[src/rtl/cbsc_defs.svh]
// timing and threshold constants for the cell balance state controller
`ifndef CBSC_DEFS_SVH
`define CBSC_DEFS_SVH
`define CBSC_CLK_PERIOD_PS 4000
`define CBSC_CHECK_TIME_NS 7680000
`define CBSC_ALLOW_TIME_NS 3850000
`define CBSC_SLEEP_TIME_MS 2000
`define CBSC_DONE_TIME_MS 62
`define CBSC_KICK_MV 100
`define CBSC_DIE_LIMIT_C 160
`define CBSC_PEAK_LIMIT_MA 5500
`define CBSC_PRECOND_PERCENT 10
`define CBSC_CHECK_CYCLES ((`CBSC_CHECK_TIME_NS * 64'd1000) / `CBSC_CLK_PERIOD_PS)
`define CBSC_SLEEP_CYCLES ((`CBSC_SLEEP_TIME_MS * 64'd1000000000) / `CBSC_CLK_PERIOD_PS)
`define CBSC_DONE_CYCLES ((`CBSC_DONE_TIME_MS * 64'd1000000000) / `CBSC_CLK_PERIOD_PS)
`define CBSC_TIMER_W 32
`define CBSC_TIMER_ZERO 32'h0000_0000
`define CBSC_TIMER_ONE 32'h0000_0001
`endif

[src/rtl/cbsc_pkg.sv]
// types for the cell balance state controller
package cbsc_pkg;
	typedef enum logic [1:0]
	{
		CBSC_SLEEP = 2'h0,
		CBSC_CHECK = 2'h1,
		CBSC_BALANCE = 2'h3
	} cbsc_state_t;
	typedef enum logic [1:0]
	{
		CBSC_PH_IDLE = 2'h0,
		CBSC_PH_CC = 2'h1,
		CBSC_PH_DIM = 2'h3
	} cbsc_phase_t;
endpackage : cbsc_pkg

[src/rtl/cbsc_timer_if.sv]
// load and expiry signals between controller and its interval timer
`timescale 1ns/1ps
interface cbsc_timer_if;
	logic load;
	logic run;
	logic [31:0] count;
	logic expired;
	modport ctrl (output load, output run, output count, input expired);
	modport timer (input load, input run, input count, output expired);
endinterface : cbsc_timer_if

[src/rtl/cbsc_ctrl.sv]
// state machine of the two-cell inductive balancer
`timescale 1ns/1ps
`include "cbsc_defs.svh"
////////////////////////////////////////////////////////////////////////////////
// How it works
// RQ1: after reset the controller starts in checking, not sleeping or balancing.
// RQ2: any fault forces sleep at once and stops all switching.
// RQ3: in checking, a kick comparator hit moves to balancing.
// RQ4: top cell higher selects down direction, top feeds bottom.
// RQ5: bottom cell higher selects up direction, bottom feeds top.
// RQ6: each balancing episode starts in constant-current phase.
// RQ7: near-zero difference enters dimming, current allowed to fall slowly.
// RQ8: near-zero current held for the finishing time ends balancing to sleep.
// RQ9: either cell below precondition limits current to ten percent.
// RQ10: cell over-voltage stops balancing, sleeps, wakes after sleep interval.
// RQ11: die over-temperature stops balancing, sleeps, wakes after sleep interval.
// RQ12: peak current comparator ends the active switching phase.
// RQ13: no unbalance within the checking time returns to sleep.
// RQ14: balancing allowed only with supply above lockout and below over-voltage.
// RQ15: sleep interval expiry with no fault re-enters checking.
module cbsc_ctrl #(
	parameter logic [31:0] CHECK_CYCLES = 32'(`CBSC_CHECK_CYCLES),
	parameter logic [31:0] SLEEP_CYCLES = 32'(`CBSC_SLEEP_CYCLES),
	parameter logic [31:0] DONE_CYCLES = 32'(`CBSC_DONE_CYCLES)
)
(
	// clock and reset
	input wire logic i_clock,
	input wire logic i_nrst,
	// comparators
	input wire logic i_kick_detect,
	input wire logic i_top_higher,
	input wire logic i_diff_near_zero,
	input wire logic i_current_near_zero,
	input wire logic i_top_below_precond,
	input wire logic i_bot_below_precond,
	input wire logic i_peak_current_hit,
	// faults
	input wire logic i_cell_overvoltage,
	input wire logic i_over_temperature,
	input wire logic i_supply_uvlo,
	input wire logic i_supply_ovp,
	input wire logic i_other_fault,
	// status and power stage control
	output logic [1:0] o_state,
	output logic o_dir_up,
	output logic o_switch_enable,
	output logic o_phase_cc,
	output logic o_phase_dim,
	output logic o_precond_limit,
	output logic o_cycle_end
);
	////////////////////////////////////////////////////////////////////////////
	cbsc_pkg::cbsc_state_t state, next_state;
	cbsc_pkg::cbsc_phase_t phase, next_phase;
	logic [31:0] done_count;
	logic switching;
	logic dir_up;
	logic armed;
	cbsc_timer_if tif ();
	cbsc_timer u_timer
	(
		.i_clock(i_clock),
		.i_nrst(i_nrst),
		.tif(tif)
	);
	////////////////////////////////////////////////////////////////////////////
	// fault decode; supply window faults also block balancing
	wire supply_bad = i_supply_uvlo || i_supply_ovp; // RQ14
	wire any_fault = i_cell_overvoltage || i_over_temperature || supply_bad
		|| i_other_fault; // RQ2 RQ10 RQ11
	wire in_sleep = (state == cbsc_pkg::CBSC_SLEEP);
	wire in_check = (state == cbsc_pkg::CBSC_CHECK);
	wire in_bal = (state == cbsc_pkg::CBSC_BALANCE);
	wire start_bal = in_check && i_kick_detect && !any_fault; // RQ3 RQ14
	wire check_over = in_check && tif.expired && !start_bal; // RQ13
	wire wake = in_sleep && tif.expired && !any_fault; // RQ15
	wire done_hit = in_bal && i_current_near_zero
		&& (done_count >= DONE_CYCLES - `CBSC_TIMER_ONE); // RQ8
	// fault still present at expiry: sleep another interval instead of stalling
	wire resleep = in_sleep && tif.expired && any_fault; // RQ10 RQ11
	wire precond = i_top_below_precond || i_bot_below_precond; // RQ9
	// timer is reloaded on every sleep or check entry, not on balance entry; empty after reset, so arm it once
	wire enter_sleep = !in_sleep && (any_fault || check_over || done_hit);
	wire sleep_load = enter_sleep || resleep;
	assign tif.load = sleep_load || wake || !armed; // RQ13
	assign tif.count = sleep_load ? SLEEP_CYCLES : CHECK_CYCLES;
	assign tif.run = in_sleep || in_check;
	////////////////////////////////////////////////////////////////////////////
	always_comb
	begin
		next_state = state;
		next_phase = phase;
		unique case (state)
			cbsc_pkg::CBSC_SLEEP:
				if (wake)
					next_state = cbsc_pkg::CBSC_CHECK; // RQ15
			cbsc_pkg::CBSC_CHECK:
				if (any_fault || check_over)
					next_state = cbsc_pkg::CBSC_SLEEP; // RQ2 RQ13
				else if (start_bal)
				begin
					next_state = cbsc_pkg::CBSC_BALANCE; // RQ3
					next_phase = cbsc_pkg::CBSC_PH_CC; // RQ6
				end
			cbsc_pkg::CBSC_BALANCE:
				if (any_fault || done_hit)
					next_state = cbsc_pkg::CBSC_SLEEP; // RQ2 RQ8
				else if (i_diff_near_zero)
					next_phase = cbsc_pkg::CBSC_PH_DIM; // RQ7
			default:
				next_state = cbsc_pkg::CBSC_SLEEP;
		endcase
		if (next_state != cbsc_pkg::CBSC_BALANCE)
			next_phase = cbsc_pkg::CBSC_PH_IDLE;
	end
	////////////////////////////////////////////////////////////////////////////
	always_ff @(posedge i_clock or negedge i_nrst)
	begin
		if (!i_nrst)
		begin
			state <= cbsc_pkg::CBSC_CHECK; // RQ1
			phase <= cbsc_pkg::CBSC_PH_IDLE;
		end
		else
		begin
			state <= next_state;
			phase <= next_phase;
		end
	end
	// first edge after reset opens the check window
	always_ff @(posedge i_clock or negedge i_nrst)
	begin
		if (!i_nrst)
			armed <= 1'b0;
		else
			armed <= 1'b1; // RQ1 RQ13
	end
	// direction latched at balance entry
	always_ff @(posedge i_clock or negedge i_nrst)
	begin
		if (!i_nrst)
			dir_up <= 1'b0;
		else if (start_bal)
			dir_up <= !i_top_higher; // RQ4 RQ5
	end
	// near-zero current persistence counter, restarts on any break
	always_ff @(posedge i_clock or negedge i_nrst)
	begin
		if (!i_nrst)
			done_count <= `CBSC_TIMER_ZERO;
		else if (in_bal && i_current_near_zero && !done_hit)
			done_count <= done_count + `CBSC_TIMER_ONE; // RQ8
		else
			done_count <= `CBSC_TIMER_ZERO;
	end
	// peak comparator cuts switching only while asserted
	always_ff @(posedge i_clock or negedge i_nrst)
	begin
		if (!i_nrst)
			switching <= 1'b0;
		else
			switching <= (next_state == cbsc_pkg::CBSC_BALANCE) && !any_fault
				&& !i_peak_current_hit; // RQ2 RQ12
	end
	////////////////////////////////////////////////////////////////////////////
	always_ff @(posedge i_clock or negedge i_nrst)
	begin
		if (!i_nrst)
		begin
			o_state <= cbsc_pkg::CBSC_CHECK; // RQ1
			o_dir_up <= 1'b0;
			o_phase_cc <= 1'b0;
			o_phase_dim <= 1'b0;
			o_precond_limit <= 1'b0;
			o_cycle_end <= 1'b0;
		end
		else
		begin
			o_state <= next_state;
			o_dir_up <= start_bal ? !i_top_higher : dir_up;
			o_phase_cc <= (next_phase == cbsc_pkg::CBSC_PH_CC);
			o_phase_dim <= (next_phase == cbsc_pkg::CBSC_PH_DIM);
			o_precond_limit <= precond && (next_state == cbsc_pkg::CBSC_BALANCE); // RQ9
			o_cycle_end <= done_hit && !any_fault;
		end
	end
	assign o_switch_enable = switching;
	////////////////////////////////////////////////////////////////////////////
	property p_fault_sleep;
		@(posedge i_clock) disable iff (!i_nrst)
		any_fault |=> (state == cbsc_pkg::CBSC_SLEEP) && !o_switch_enable;
	endproperty
	a_fault_sleep: assert property (p_fault_sleep) else $error("fault did not force sleep"); // RQ2
	property p_kick;
		@(posedge i_clock) disable iff (!i_nrst)
		start_bal |=> in_bal && o_phase_cc;
	endproperty
	a_kick: assert property (p_kick) else $error("kick did not start balancing"); // RQ3
	property p_dir;
		@(posedge i_clock) disable iff (!i_nrst)
		start_bal |=> (o_dir_up == !$past(i_top_higher));
	endproperty
	a_dir: assert property (p_dir) else $error("wrong direction"); // RQ4
	property p_cc_first;
		@(posedge i_clock) disable iff (!i_nrst)
		$rose(in_bal) |-> (phase == cbsc_pkg::CBSC_PH_CC);
	endproperty
	a_cc_first: assert property (p_cc_first) else $error("episode not in cc"); // RQ6
	property p_dim;
		@(posedge i_clock) disable iff (!i_nrst)
		(in_bal && i_diff_near_zero && !any_fault && !done_hit) |=> o_phase_dim;
	endproperty
	a_dim: assert property (p_dim) else $error("dimming not entered"); // RQ7
	property p_done;
		@(posedge i_clock) disable iff (!i_nrst)
		(done_hit && !any_fault) |=> in_sleep ##0 o_cycle_end;
	endproperty
	a_done: assert property (p_done) else $error("done did not sleep"); // RQ8
	property p_precond;
		@(posedge i_clock) disable iff (!i_nrst)
		(precond && in_bal && !any_fault && !done_hit) |=> o_precond_limit;
	endproperty
	a_precond: assert property (p_precond) else $error("precond limit missing"); // RQ9
	property p_peak;
		@(posedge i_clock) disable iff (!i_nrst)
		i_peak_current_hit |=> !o_switch_enable;
	endproperty
	a_peak: assert property (p_peak) else $error("peak did not stop switching"); // RQ12
	property p_check_out;
		@(posedge i_clock) disable iff (!i_nrst)
		check_over && !any_fault |=> in_sleep;
	endproperty
	a_check_out: assert property (p_check_out) else $error("check timeout ignored"); // RQ13
	property p_wake;
		@(posedge i_clock) disable iff (!i_nrst)
		wake |=> in_check;
	endproperty
	a_wake: assert property (p_wake) else $error("no wake to check"); // RQ15
endmodule : cbsc_ctrl

[src/rtl/cbsc_timer.sv]
// reloadable down counter; expired is a one-cycle pulse at reaching one
`timescale 1ns/1ps
`include "cbsc_defs.svh"
module cbsc_timer
(
	// clock and reset
	input wire logic i_clock,
	input wire logic i_nrst,
	// control
	cbsc_timer_if.timer tif
);
	logic [31:0] remaining;
	wire running = tif.run && (remaining != `CBSC_TIMER_ZERO);
	wire at_end = running && (remaining == `CBSC_TIMER_ONE);
	always_ff @(posedge i_clock or negedge i_nrst)
	begin
		if (!i_nrst)
			remaining <= `CBSC_TIMER_ZERO;
		else if (tif.load)
			remaining <= tif.count;
		else if (running)
			remaining <= remaining - `CBSC_TIMER_ONE;
	end
	// not gated by load: the controller reloads on expiry, gating would loop
	assign tif.expired = at_end;
endmodule : cbsc_timer

[config.mk]
export PLATFORM = sky130hd
export DESIGN_NAME = cbsc_ctrl
export DESIGN_NICKNAME = d
export VERILOG_FILES = /design/src/rtl/cbsc_pkg.sv /design/src/rtl/cbsc_timer_if.sv /design/src/rtl/cbsc_ctrl.sv /design/src/rtl/cbsc_timer.sv
export VERILOG_INCLUDE_DIRS = /design/src /design/src/rtl
export SDC_FILE = /design/constraint.sdc
export NUM_CORES = 1
export LEC_CHECK = 0
export BUFFER_PORTS_ARGS = -buffer_cell sky130_fd_sc_hd__buf_4
export CAP_MARGIN = 30
export CORE_MARGIN = 4
export CORE_UTILIZATION = 40
export DETAILED_ROUTE_END_ITERATION = 6
export SLEW_MARGIN = 25
export SYNTH_ARGS = -nofsm -noshare
export SYNTH_HDL_FRONTEND = slang
export SYNTH_SLANG_ARGS = --single-unit
export TNS_END_PERCENT = 10
[constraint.sdc]
create_clock -name i_clock -period 2.85 [get_ports i_clock]
set_input_delay 0 -clock i_clock [delete_from_list [all_inputs] [get_ports i_clock]]
set_output_delay 0 -clock i_clock [all_outputs]
set_load 0.02 [all_outputs]
==> impl_summary.log, run 1 <==
INFO  metric run_status = complete, no violations
INFO  metric holdCritPathClass = in -> reg
INFO  metric gp_congestion = 0.878
INFO  metric internal_power = 0.00176 W
INFO  metric pwr-share-comb = 12.7%
INFO  metric die_footprint = 0.0114 mm2
INFO  metric min_period_over_period = 91.3%
INFO  metric synth_ff_type = dfrtp_1
INFO  metric yosysMostFrequentCell = dfrtp_1
INFO  metric placed_cells_incl_taps = 569
INFO  metric grt_remaining_overflow = 0
INFO  metric htree_num_levels = 3
INFO  metric critPathLaunch = done_count[0]$_DFF_PN0_
INFO  metric nFillCells = 916
INFO  metric detailed_place_hpwl = 6210 um
INFO  metric max_clock_freq = 384 MHz
INFO  metric floorplan.die.height = 107 um
INFO  metric synth_largest_type_area_fraction = 47.3%
INFO  metric netlist_top_cells_area = dfrtp_1 (47%), xor2_1 (6.0%), nor2_1 (5.9%), nand3_1 (4.0%), nand2_1 (3.1%)
INFO  metric drcViolationCount = 0
INFO  metric setup-violations-final = 0
INFO  metric holdBufCountCts = 7
INFO  metric ff_latch_count_synth = 75
INFO  metric final_util = 49.3%
INFO  metric drt_wl_total = 8760 um
INFO  metric worst_skew_late_latency = 0.35 ns
INFO  metric postSynthCellCount = 410
INFO  metric power-per-cell-area = 521 mW/mm2
INFO  metric timing_worst_setup_path_type = reg -> reg
INFO  metric netlist_area = 0.00392 mm2
INFO  metric synth.yosys.warnings = 0
INFO  metric detail_route.iter0.violations = 187
INFO  metric dr_total_vias = 3159
INFO  metric cts_tree = built
INFO  metric top_level_ports = 22
INFO  metric max_slew_violations = 0
INFO  metric via_per_inst = 5.34
INFO  metric worstPathArrival = 2.81 ns
INFO  metric share_of_cells_above_drive_strength_1 = 14.5%
INFO  metric crit_path_max_fanout = 8
INFO  metric final_cell_count_no_fill = 592
INFO  metric synth_common_cells = dfrtp_1 (74), nor2_1 (62), nand2_1 (32), nand3_1 (31), xor2_1 (27)
INFO  metric global_route_wire_length_before_repair = 15300 um
INFO  metric floorplan.die.width = 107 um
INFO  metric hold_viol = 0
INFO  metric std_cell_rows = 35
INFO  metric core_area = 0.00937 mm2
INFO  metric syn-mean-instance-area = 9.55 um2
INFO  metric clock_path_buffers = 2
INFO  metric synthDistinctLibCells = 65
INFO  metric worst_hold_startpoint = i_kick_detect
INFO  metric timing.setup.tns = 0 ns
INFO  metric detailedRoute.firstPassIterationCount = 5
INFO  metric initial_antenna_violation_count = 0
INFO  metric pre_cts_slack = 0.313 ns
INFO  metric cp_data_required_time = 3.06 ns
INFO  metric grt_pass1_vias = 3153
INFO  metric fraction_of_synthesis_flops_using_an_asynchronous_set_or_reset_pin = 100%
INFO  metric numClockSinks = 75
INFO  metric clock_power_share = 38.8%
INFO  metric drv.max_cap_violation_count = 0
INFO  metric max-slew-margin-rel = 55.3%
INFO  metric vdd_drop_max = 0.296 mV
INFO  metric power.leakage = 1.97 nW
INFO  metric cts_root_buffer = clkbuf_8
INFO  metric max_slew.worst_pin.slew = 0.670 ns
INFO  metric synth-seq-area-share = 48.0%
INFO  metric placement.io_buffers = 21
INFO  metric rsz_0062_raised_after_global_routing = false
INFO  metric maximum_number_of_pins_on_one_net_before_global_route_repair = 76
INFO  metric wl_per_cell = 14.8 um
INFO  metric end_kind = register
INFO  metric r2r_start = done_count[0]$_DFF_PN0_
INFO  metric insertedDiodeCount = 0
INFO  metric number_of_enable_flip_flop_cells_after_synthesis = 0
INFO  metric final_net_count = 476
INFO  metric period_needed = 2.60 ns
INFO  metric area_delta_synth_final = 17.9%
INFO  metric setup.worst_path.start_class = register
INFO  metric numCtsBuffers = 9
INFO  metric grt_usage = 16.8%
INFO  metric switchingPower = 0.000648 W
INFO  metric cts_resized = 0
INFO  metric post_cts_buffers = 0
INFO  metric timing.final.ws_setup = 0.249 ns
INFO  metric clk_pin_slew = 0.09 ns
INFO  metric fraction_of_power_consumed_by_sequential_logic = 48.5%
INFO  metric detail-route-antenna-nets = 0
INFO  metric finClkSkew = 0.0147 ns
INFO  metric swShare = 27.0%
INFO  metric initial_core_util = 41.8%
INFO  metric netlist.top_cell.by_area = dfrtp_1
path summary, 6_finish.rpt:
kind	cells after the start	slack (ns)	end
max in group asynchronous	2	2.14	u_timer.remaining[9]$_DFFE_PN0P_
min reg2reg	1	0.54	done_count[0]$_DFF_PN0_
min	3	0.06	phase[0]$_DFF_PN0_
max reg2reg	9	0.25	u_timer.remaining[24]$_DFFE_PN0P_
min in group asynchronous	2	0.23	done_count[10]$_DFF_PN0_
max	9	0.25	u_timer.remaining[24]$_DFFE_PN0P_
metrics by stage:
step	hold slack [ns]	area [um2]	total power, W
6_report	0.0592	4620	0.00240
3_3_place_gp	0.159	4320	0.00148
3_5_place_dp	0.158	4320	0.00149
2_1_floorplan	-0.296	3940	0.00136
4_1_cts	0.0372	4610	0.00243
5_1_grt	0.0586	4620	0.00253
kinds of logic after synthesis:
group           after synthesis  synth area share, %
compound gates               57                 11.5
xor+xnor                     38                 8.50
fa+ha+maj                     4                 1.28
simple gates                213                 28.4
flops                        75                 48.0
buf+inv                      21                 2.21
other cells                   2                0.192
area by class of cell:
class,count,area [um2],area share [%]
tap,129,161,3.50
clock buffer,10,128,2.76
clock inverter,6,97.6,2.11
sequential,75,1880,40.7
multi-input combinational,321,1980,42.8
inverter,8,30.0,0.651
timing repair buffer,43,344,7.45
sequential cells by signal (all words and copies together), names as in the netlist:
| register | count |
|---|---|
| armed | 1 |
| done_count | 32 |
| o_cycle_end | 1 |
| o_dir_up | 1 |
| o_phase_cc | 1 |
| o_phase_dim | 1 |
| o_precond_limit | 1 |
| o_state | 2 |
| o_switch_enable | 1 |
| phase | 2 |
| u_timer.remaining | 32 |
power by group through the flow:
stage / logic, W / registers [W] / clock network (W)
after global routing: 0.000341 / 0.00118 / 0.00101
final: 0.000306 / 0.00117 / 0.000932
after detailed placement: 0.000300 / 0.00119 / 0
after global placement: 0.000295 / 0.00119 / 0
after CTS: 0.000308 / 0.00117 / 0.000960
after floorplan: 0.000186 / 0.00117 / 0
routing by layer:
metal  global-route usage [%]  part of all wire (%)  up-vias
met5                        0                     0        -
met2                     24.7                    45       70
met1                     24.1                    51     1527
met3                     4.33                   3.5        5
met4                     5.39                  0.98        0
li1                         -                     -     1557
critical path: stages, from the launching register on:
cell and delay (ns):
dfrtp_1 0.44, ha_1 0.29, a41oi_1 0.27, o211ai_1 0.16, a221oi_1 0.33, buf_4 0.20, nor2_1 0.06, buf_4 0.17
a2111oi_0 0.43, a211oi_1 0.09
cells in the final DEF (no fill, tap or decap), types with 3 or more instances in the layout:
master / synthesis / routed
a211oi_1: 3 / 3
a211oi_2: 4 / 4
a21oi_1: 13 / 13
and2_1: 8 / 8
and3_1: 9 / 9
and4_1: 4 / 4
buf_4: 1 / 35
clkbuf_8: 0 / 9
conb_1: 2 / 9
dfrtp_1: 74 / 74
dlygate4sd3_1: 0 / 7
ha_1: 4 / 4
inv_1: 8 / 8
nand2_1: 32 / 32
nand3_1: 31 / 31
nand4_1: 10 / 10
nor2_1: 62 / 62
nor3_1: 13 / 13
nor4_1: 17 / 17
o21ai_0: 6 / 6
or3_1: 5 / 5
or4_1: 4 / 4
xnor2_1: 11 / 11
xor2_1: 27 / 27
(Power assumes the default switching activity.)
==> run 2, diff against run 1 <==
- PLACE_DENSITY: default -> 0.67
==> impl_summary.log, run 2 (synthesis results as in run 1) <==
INFO  metric run_status = complete, no violations
INFO  metric period_needed = 2.61 ns
INFO  metric initial_core_util = 41.8%
INFO  metric timing.hold.worst_path_depth = 3
INFO  metric worstPathArrival = 2.88 ns
INFO  metric post_cts_buffers = 0
INFO  metric drcViolationCount = 0
INFO  metric nFillCells = 921
INFO  metric most-common-layout-cells = dfrtp_1 (74), nor2_1 (62), nand2_1 (32), buf_4 (32), nand3_1 (31)
INFO  metric power.total = 0.00240 W
INFO  metric max_clock_freq = 383 MHz
INFO  metric timing.rr.end = u_timer.remaining[24]$_DFFE_PN0P_
INFO  metric initial_antenna_violation_count = 0
INFO  metric hold_path_end = phase[0]$_DFF_PN0_
INFO  metric setup-violations-final = 0
INFO  metric min_period_over_period = 91.6%
INFO  metric internal_power = 0.00174 W
INFO  metric drt_wl_total = 8860 um
INFO  metric global_route_wire_length_before_repair = 15600 um
INFO  metric clock_power_share = 39.2%
INFO  metric gp_congestion = 0.929
INFO  metric die_footprint = 0.0114 mm2
INFO  metric floorplan.die.height = 107 um
INFO  metric detailed_place_hpwl = 6330 um
INFO  metric htree_num_levels = 3
INFO  metric final_util = 49.0%
INFO  metric insertedDiodeCount = 0
INFO  metric grt_usage = 16.9%
INFO  metric top_level_ports = 22
INFO  metric share_of_cells_above_drive_strength_1 = 13.9%
INFO  metric final_net_count = 473
INFO  metric swShare = 27.3%
INFO  metric std_cell_rows = 35
INFO  metric ff2ff_setup_slack = 0.24 ns
INFO  metric timing_worst_setup_path_type = reg -> reg
INFO  metric pwr-share-comb = 12.0%
INFO  metric max-slew-margin-rel = 52.6%
INFO  metric detailedRoute.firstPassIterationCount = 4
INFO  metric worst_skew_late_latency = 0.36 ns
INFO  metric via_per_inst = 5.41
INFO  metric wl_per_cell = 15.0 um
INFO  metric placement.io_buffers = 21
INFO  metric ff_latch_area = 0.00188 mm2
INFO  metric layout.cells.most_common = dfrtp_1
INFO  metric max_slew_violations = 0
INFO  metric cts_resized = 0
INFO  metric crit_path_max_fanout = 8
INFO  metric end_kind = register
INFO  metric detail_route.iter0.violations = 204
INFO  metric setup.worst_path.start_class = register
INFO  metric detail-route-antenna-nets = 0
INFO  metric cts_root_buffer = clkbuf_8
INFO  metric floorplan.die.width = 107 um
INFO  metric finClkSkew = 0.0231 ns
INFO  metric rsz_0062_raised_after_global_routing = false
INFO  metric clk_pin_slew = 0.09 ns
INFO  metric fraction_of_power_consumed_by_sequential_logic = 48.8%
INFO  metric cp_data_required_time = 3.12 ns
INFO  metric power.leakage = 1.96 nW
INFO  metric max_slew.worst_pin.slew = 0.708 ns
INFO  metric r2r_start = u_timer.remaining[11]$_DFFE_PN0P_
INFO  metric clock_path_buffers = 2
INFO  metric holdCritPathClass = in -> reg
INFO  metric dr_total_vias = 3189
INFO  metric numClockSinks = 75
INFO  metric hold_viol = 0
INFO  metric drv.max_cap_violation_count = 0
INFO  metric worst_hold_startpoint = i_kick_detect
INFO  metric power-per-cell-area = 522 mW/mm2
INFO  metric maximum_number_of_pins_on_one_net_before_global_route_repair = 76
INFO  metric timing.setup.tns = 0 ns
INFO  metric cts_tree = built
INFO  metric area_delta_synth_final = 17.3%
INFO  metric core_area = 0.00937 mm2
INFO  metric largest_registers = done_count (32), u_timer.remaining (32)
INFO  metric numCtsBuffers = 9
INFO  metric multi_input_area = 0.00198 mm2
INFO  metric r2r_cells = 6
INFO  metric grt_remaining_overflow = 0
INFO  metric switchingPower = 0.000654 W
INFO  metric grt_pass1_vias = 3227
INFO  metric vdd_drop_max = 0.300 mV
-- run 2: changes by cell type in the layout (fill, tap and decap cells not counted) --
cell and delta:
clkinvlp_4 +1, buf_4 -3, clkinv_4 -1
-- run 2: stage by stage --
| stage | cell area, um2 | hold WS [ns] | worst slack (ns) | cells |
|---|---|---|---|---|
| 3_5_place_dp | 4290 | 0.169 | 0.316 | 566 |
| 2_1_floorplan | 3940 | -0.296 | 0.511 | 417 |
| 4_1_cts | 4590 | 0.0250 | 0.264 | 589 |
| 5_1_grt | 4590 | 0.0487 | 0.0923 | 589 |
| 6_report | 4590 | 0.0308 | 0.240 | 589 |
| 3_3_place_gp | 4290 | 0.158 | 0.367 | 566 |
-- run 2: cell type report --
| class | count | share of cell area (%) |
|---|---|---|
| inverter | 8 | 0.654 |
| timing repair buffer | 40 | 7.00 |
| multi-input combinational | 321 | 43.1 |
| clock buffer | 10 | 2.78 |
| tap | 129 | 3.51 |
| clock inverter | 6 | 2.10 |
| sequential | 75 | 40.9 |
-- run 2: worst max path at each step --
stage                                            startpoint  slack [ns]  cells past startpoint                                end
after floorplan           u_timer.remaining[11]$_DFFE_PN0P_        0.51                      8  u_timer.remaining[13]$_DFFE_PN0P_
after global placement              done_count[0]$_DFF_PN0_        0.37                      8          o_switch_enable$_DFF_PN0_
after detailed placement  u_timer.remaining[11]$_DFFE_PN0P_        0.32                      6  u_timer.remaining[24]$_DFFE_PN0P_
after CTS                 u_timer.remaining[11]$_DFFE_PN0P_        0.26                      6  u_timer.remaining[24]$_DFFE_PN0P_
after global routing                done_count[0]$_DFF_PN0_        0.09                      8          o_switch_enable$_DFF_PN0_
final                     u_timer.remaining[11]$_DFFE_PN0P_        0.24                      6  u_timer.remaining[24]$_DFFE_PN0P_
-- run 2: metal layers --
metal,vias up,GRT usage (%),routed length (um)
li1,1549,-,-
met1,1548,24.3,4290
met4,0,5.94,162
met3,14,3.61,439
met2,78,25.2,3970
met5,-,0,0
-- run 2: repair_timing --
item                                   in CTS  in global routing
endpoints found under the hold margin      78                  0
setup endpoints to repair                   0                  0
hold buffers                                7                  0
-- run 2: worst max-delay path: stages (launching register included) --
cell and delay [ns]:
dfrtp_1 0.45, or4_1 0.65, nand4bb_4 0.26, nor4_1 0.48, o22a_2 0.34, nor2_2 0.11, a211oi_1 0.24
-- run 2: power groups by stage --
| stage | sequential (W) | combinational [W] | clock (W) |
|---|---|---|---|
| 2_1_floorplan | 0.00117 | 0.000186 | 0 |
| 3_3_place_gp | 0.00119 | 0.000277 | 0 |
| 3_5_place_dp | 0.00119 | 0.000280 | 0 |
| 4_1_cts | 0.00117 | 0.000289 | 0.000955 |
| 5_1_grt | 0.00118 | 0.000328 | 0.00101 |
| 6_report | 0.00117 | 0.000288 | 0.000940 |
==> run 3, diff against run 2 <==
- clock period: 2.85 -> 2.98 ns (I/O delays scaled with it)
==> impl_summary.log, run 3 (synthesis results as in run 1) <==
INFO  metric numCtsBuffers = 9
INFO  metric ff2ff_setup_slack = 0.31 ns
INFO  metric power-per-cell-area = 482 mW/mm2
INFO  metric hold-worst-slack = 0.0681 ns
INFO  metric timing.final.ws_setup = 0.306 ns
INFO  metric grt_remaining_overflow = 0
INFO  metric via_per_inst = 5.51
INFO  metric wl_per_cell = 15.4 um
INFO  metric cts_tree = built
INFO  metric final_net_count = 471
INFO  metric detail_route.iter0.violations = 205
INFO  metric setup-violations-final = 0
INFO  metric end_kind = register
INFO  metric drt_wl_total = 9050 um
INFO  metric timing.hold.worst_path_depth = 3
INFO  metric std_cell_rows = 35
INFO  metric numClockSinks = 75
INFO  metric max_slew.worst_pin.slew = 0.752 ns
INFO  metric insertedDiodeCount = 0
INFO  metric cp_data_required_time = 3.28 ns
INFO  metric detail-route-antenna-nets = 0
INFO  metric clock_path_buffers = 2
INFO  metric worst_skew_late_latency = 0.36 ns
INFO  metric max_clock_freq = 374 MHz
INFO  metric largest_registers = done_count (32), u_timer.remaining (32)
INFO  metric crit_path_max_fanout = 9
INFO  metric placement.io_buffers = 21
INFO  metric core_area = 0.00937 mm2
INFO  metric worstPathArrival = 2.98 ns
INFO  metric r2r_start = done_count[0]$_DFF_PN0_
INFO  metric initial_antenna_violation_count = 0
INFO  metric holdCritPathClass = in -> reg
INFO  metric area_delta_synth_final = 16.6%
INFO  metric cts_root_buffer = clkbuf_8
INFO  metric post-route-cell-area = 0.00456 mm2
INFO  metric endpoint = o_switch_enable$_DFF_PN0_
INFO  metric max-slew-margin-rel = 49.8%
INFO  metric drv.max_cap_violation_count = 0
INFO  metric min_period_over_period = 89.7%
INFO  metric critPathLaunch = done_count[0]$_DFF_PN0_
INFO  metric period_needed = 2.67 ns
INFO  metric timing_worst_setup_path_type = reg -> reg
INFO  metric timing.setup.tns = 0 ns
INFO  metric power.leakage = 1.95 nW
INFO  metric floorplan.die.height = 107 um
INFO  metric grt_pass1_vias = 3110
INFO  metric run_status = complete, no violations
INFO  metric vdd_drop_max = 0.281 mV
INFO  metric timing.rr.end = o_switch_enable$_DFF_PN0_
INFO  metric global_route_wire_length_before_repair = 15100 um
INFO  metric post_cts_buffers = 0
INFO  metric finClkSkew = 0.0180 ns
INFO  metric floorplan.die.width = 107 um
INFO  metric share_of_cells_above_drive_strength_1 = 14.0%
INFO  metric dpl-instance-area = 0.00427 mm2
INFO  metric setup.worst_path.start_class = register
INFO  metric rsz_0062_raised_after_global_routing = false
INFO  metric initial_core_util = 41.8%
INFO  metric drcViolationCount = 0
INFO  metric most-common-layout-cells = dfrtp_1 (74), nor2_1 (61), nand2_1 (32)
INFO  metric nFillCells = 902
INFO  metric htree_num_levels = 3
INFO  metric layout.cells.most_common = dfrtp_1
INFO  metric detailedRoute.firstPassIterationCount = 4
INFO  metric top_level_ports = 22
INFO  metric maximum_number_of_pins_on_one_net_before_global_route_repair = 76
INFO  metric gp_congestion = 0.902
INFO  metric grt_usage = 16.8%
INFO  metric dr_total_vias = 3234
INFO  metric hold_viol = 0
INFO  metric pre_cts_slack = 0.389 ns
INFO  metric die_footprint = 0.0114 mm2
INFO  metric r2r_cells = 8
INFO  metric clk_pin_slew = 0.08 ns
INFO  metric detailed_place_hpwl = 6420 um
INFO  metric max_slew_violations = 0
-- run 3: changes by cell type in the layout (fill, tap and decap cells not counted), sizes merged --
cell	before	now
buf	33	30
clkbuf	10	11
inv	10	8
bufinv	2	1
dlygate4sd3	7	8
clkinv	1	3
-- run 3: final cells by class --
type / count / area [um2] / area share, %
Clock inverter: 5 / 52.6 / 1.15
Clock buffer: 11 / 141 / 3.10
Multi-Input combinational cell: 321 / 1990 / 43.6
Timing Repair Buffer: 38 / 309 / 6.77
Inverter: 8 / 30.0 / 0.658
Sequential cell: 75 / 1880 / 41.2
Tap cell: 129 / 161 / 3.54
-- run 3: worst max-delay path, cell delays in order, from the launching register on --
cell	delay, ns
dfrtp_1	0.42
ha_1	0.28
a41oi_1	0.23
o211ai_1	0.17
a221oi_2	0.30
nor2_2	0.15
nor3_2	0.30
nor3b_1	0.20
dlygate4sd3_1	0.56
-- run 3: worst min path at each step --
stage	startpoint	end
2_1_floorplan	i_nrst	armed$_DFF_PN0_
3_3_place_gp	i_peak_current_hit	o_switch_enable$_DFF_PN0_
3_5_place_dp	i_peak_current_hit	o_switch_enable$_DFF_PN0_
4_1_cts	i_kick_detect	o_state[1]$_DFF_PN0_
5_1_grt	i_kick_detect	o_state[1]$_DFF_PN0_
6_report	i_kick_detect	phase[0]$_DFF_PN0_
-- run 3: metrics by stage --
stage	util (%)	cells	power [W]
finish	48.7	587	0.00220
global route	48.7	587	0.00231
CTS	48.5	587	0.00222
detailed placement	45.6	563	0.00142
global placement	45.6	563	0.00141
floorplan	-	417	0.00130
-- run 3: power breakdown --
group,internal [W],total (W),switching [W]
Sequential,0.00106,0.00112,0.0000524
Clock,0.000406,0.000796,0.000390
Combinational,0.000131,0.000287,0.000156
Total,0.00160,0.00220,0.000598
-- run 3: timing repair --
action / 4_1_cts / 5_1_grt
setup endpoints to repair: 0 / 2
resized for setup: 0 / 3
hold endpoints to repair: 78 / 0
hold buffers: 8 / 0
-- run 3: per-layer routing --
layer  track usage (%)  routed length, um
met1              22.9               4310
met2              26.0               4180
met3              4.52                386
met4              5.39                181
met5                 0                  0
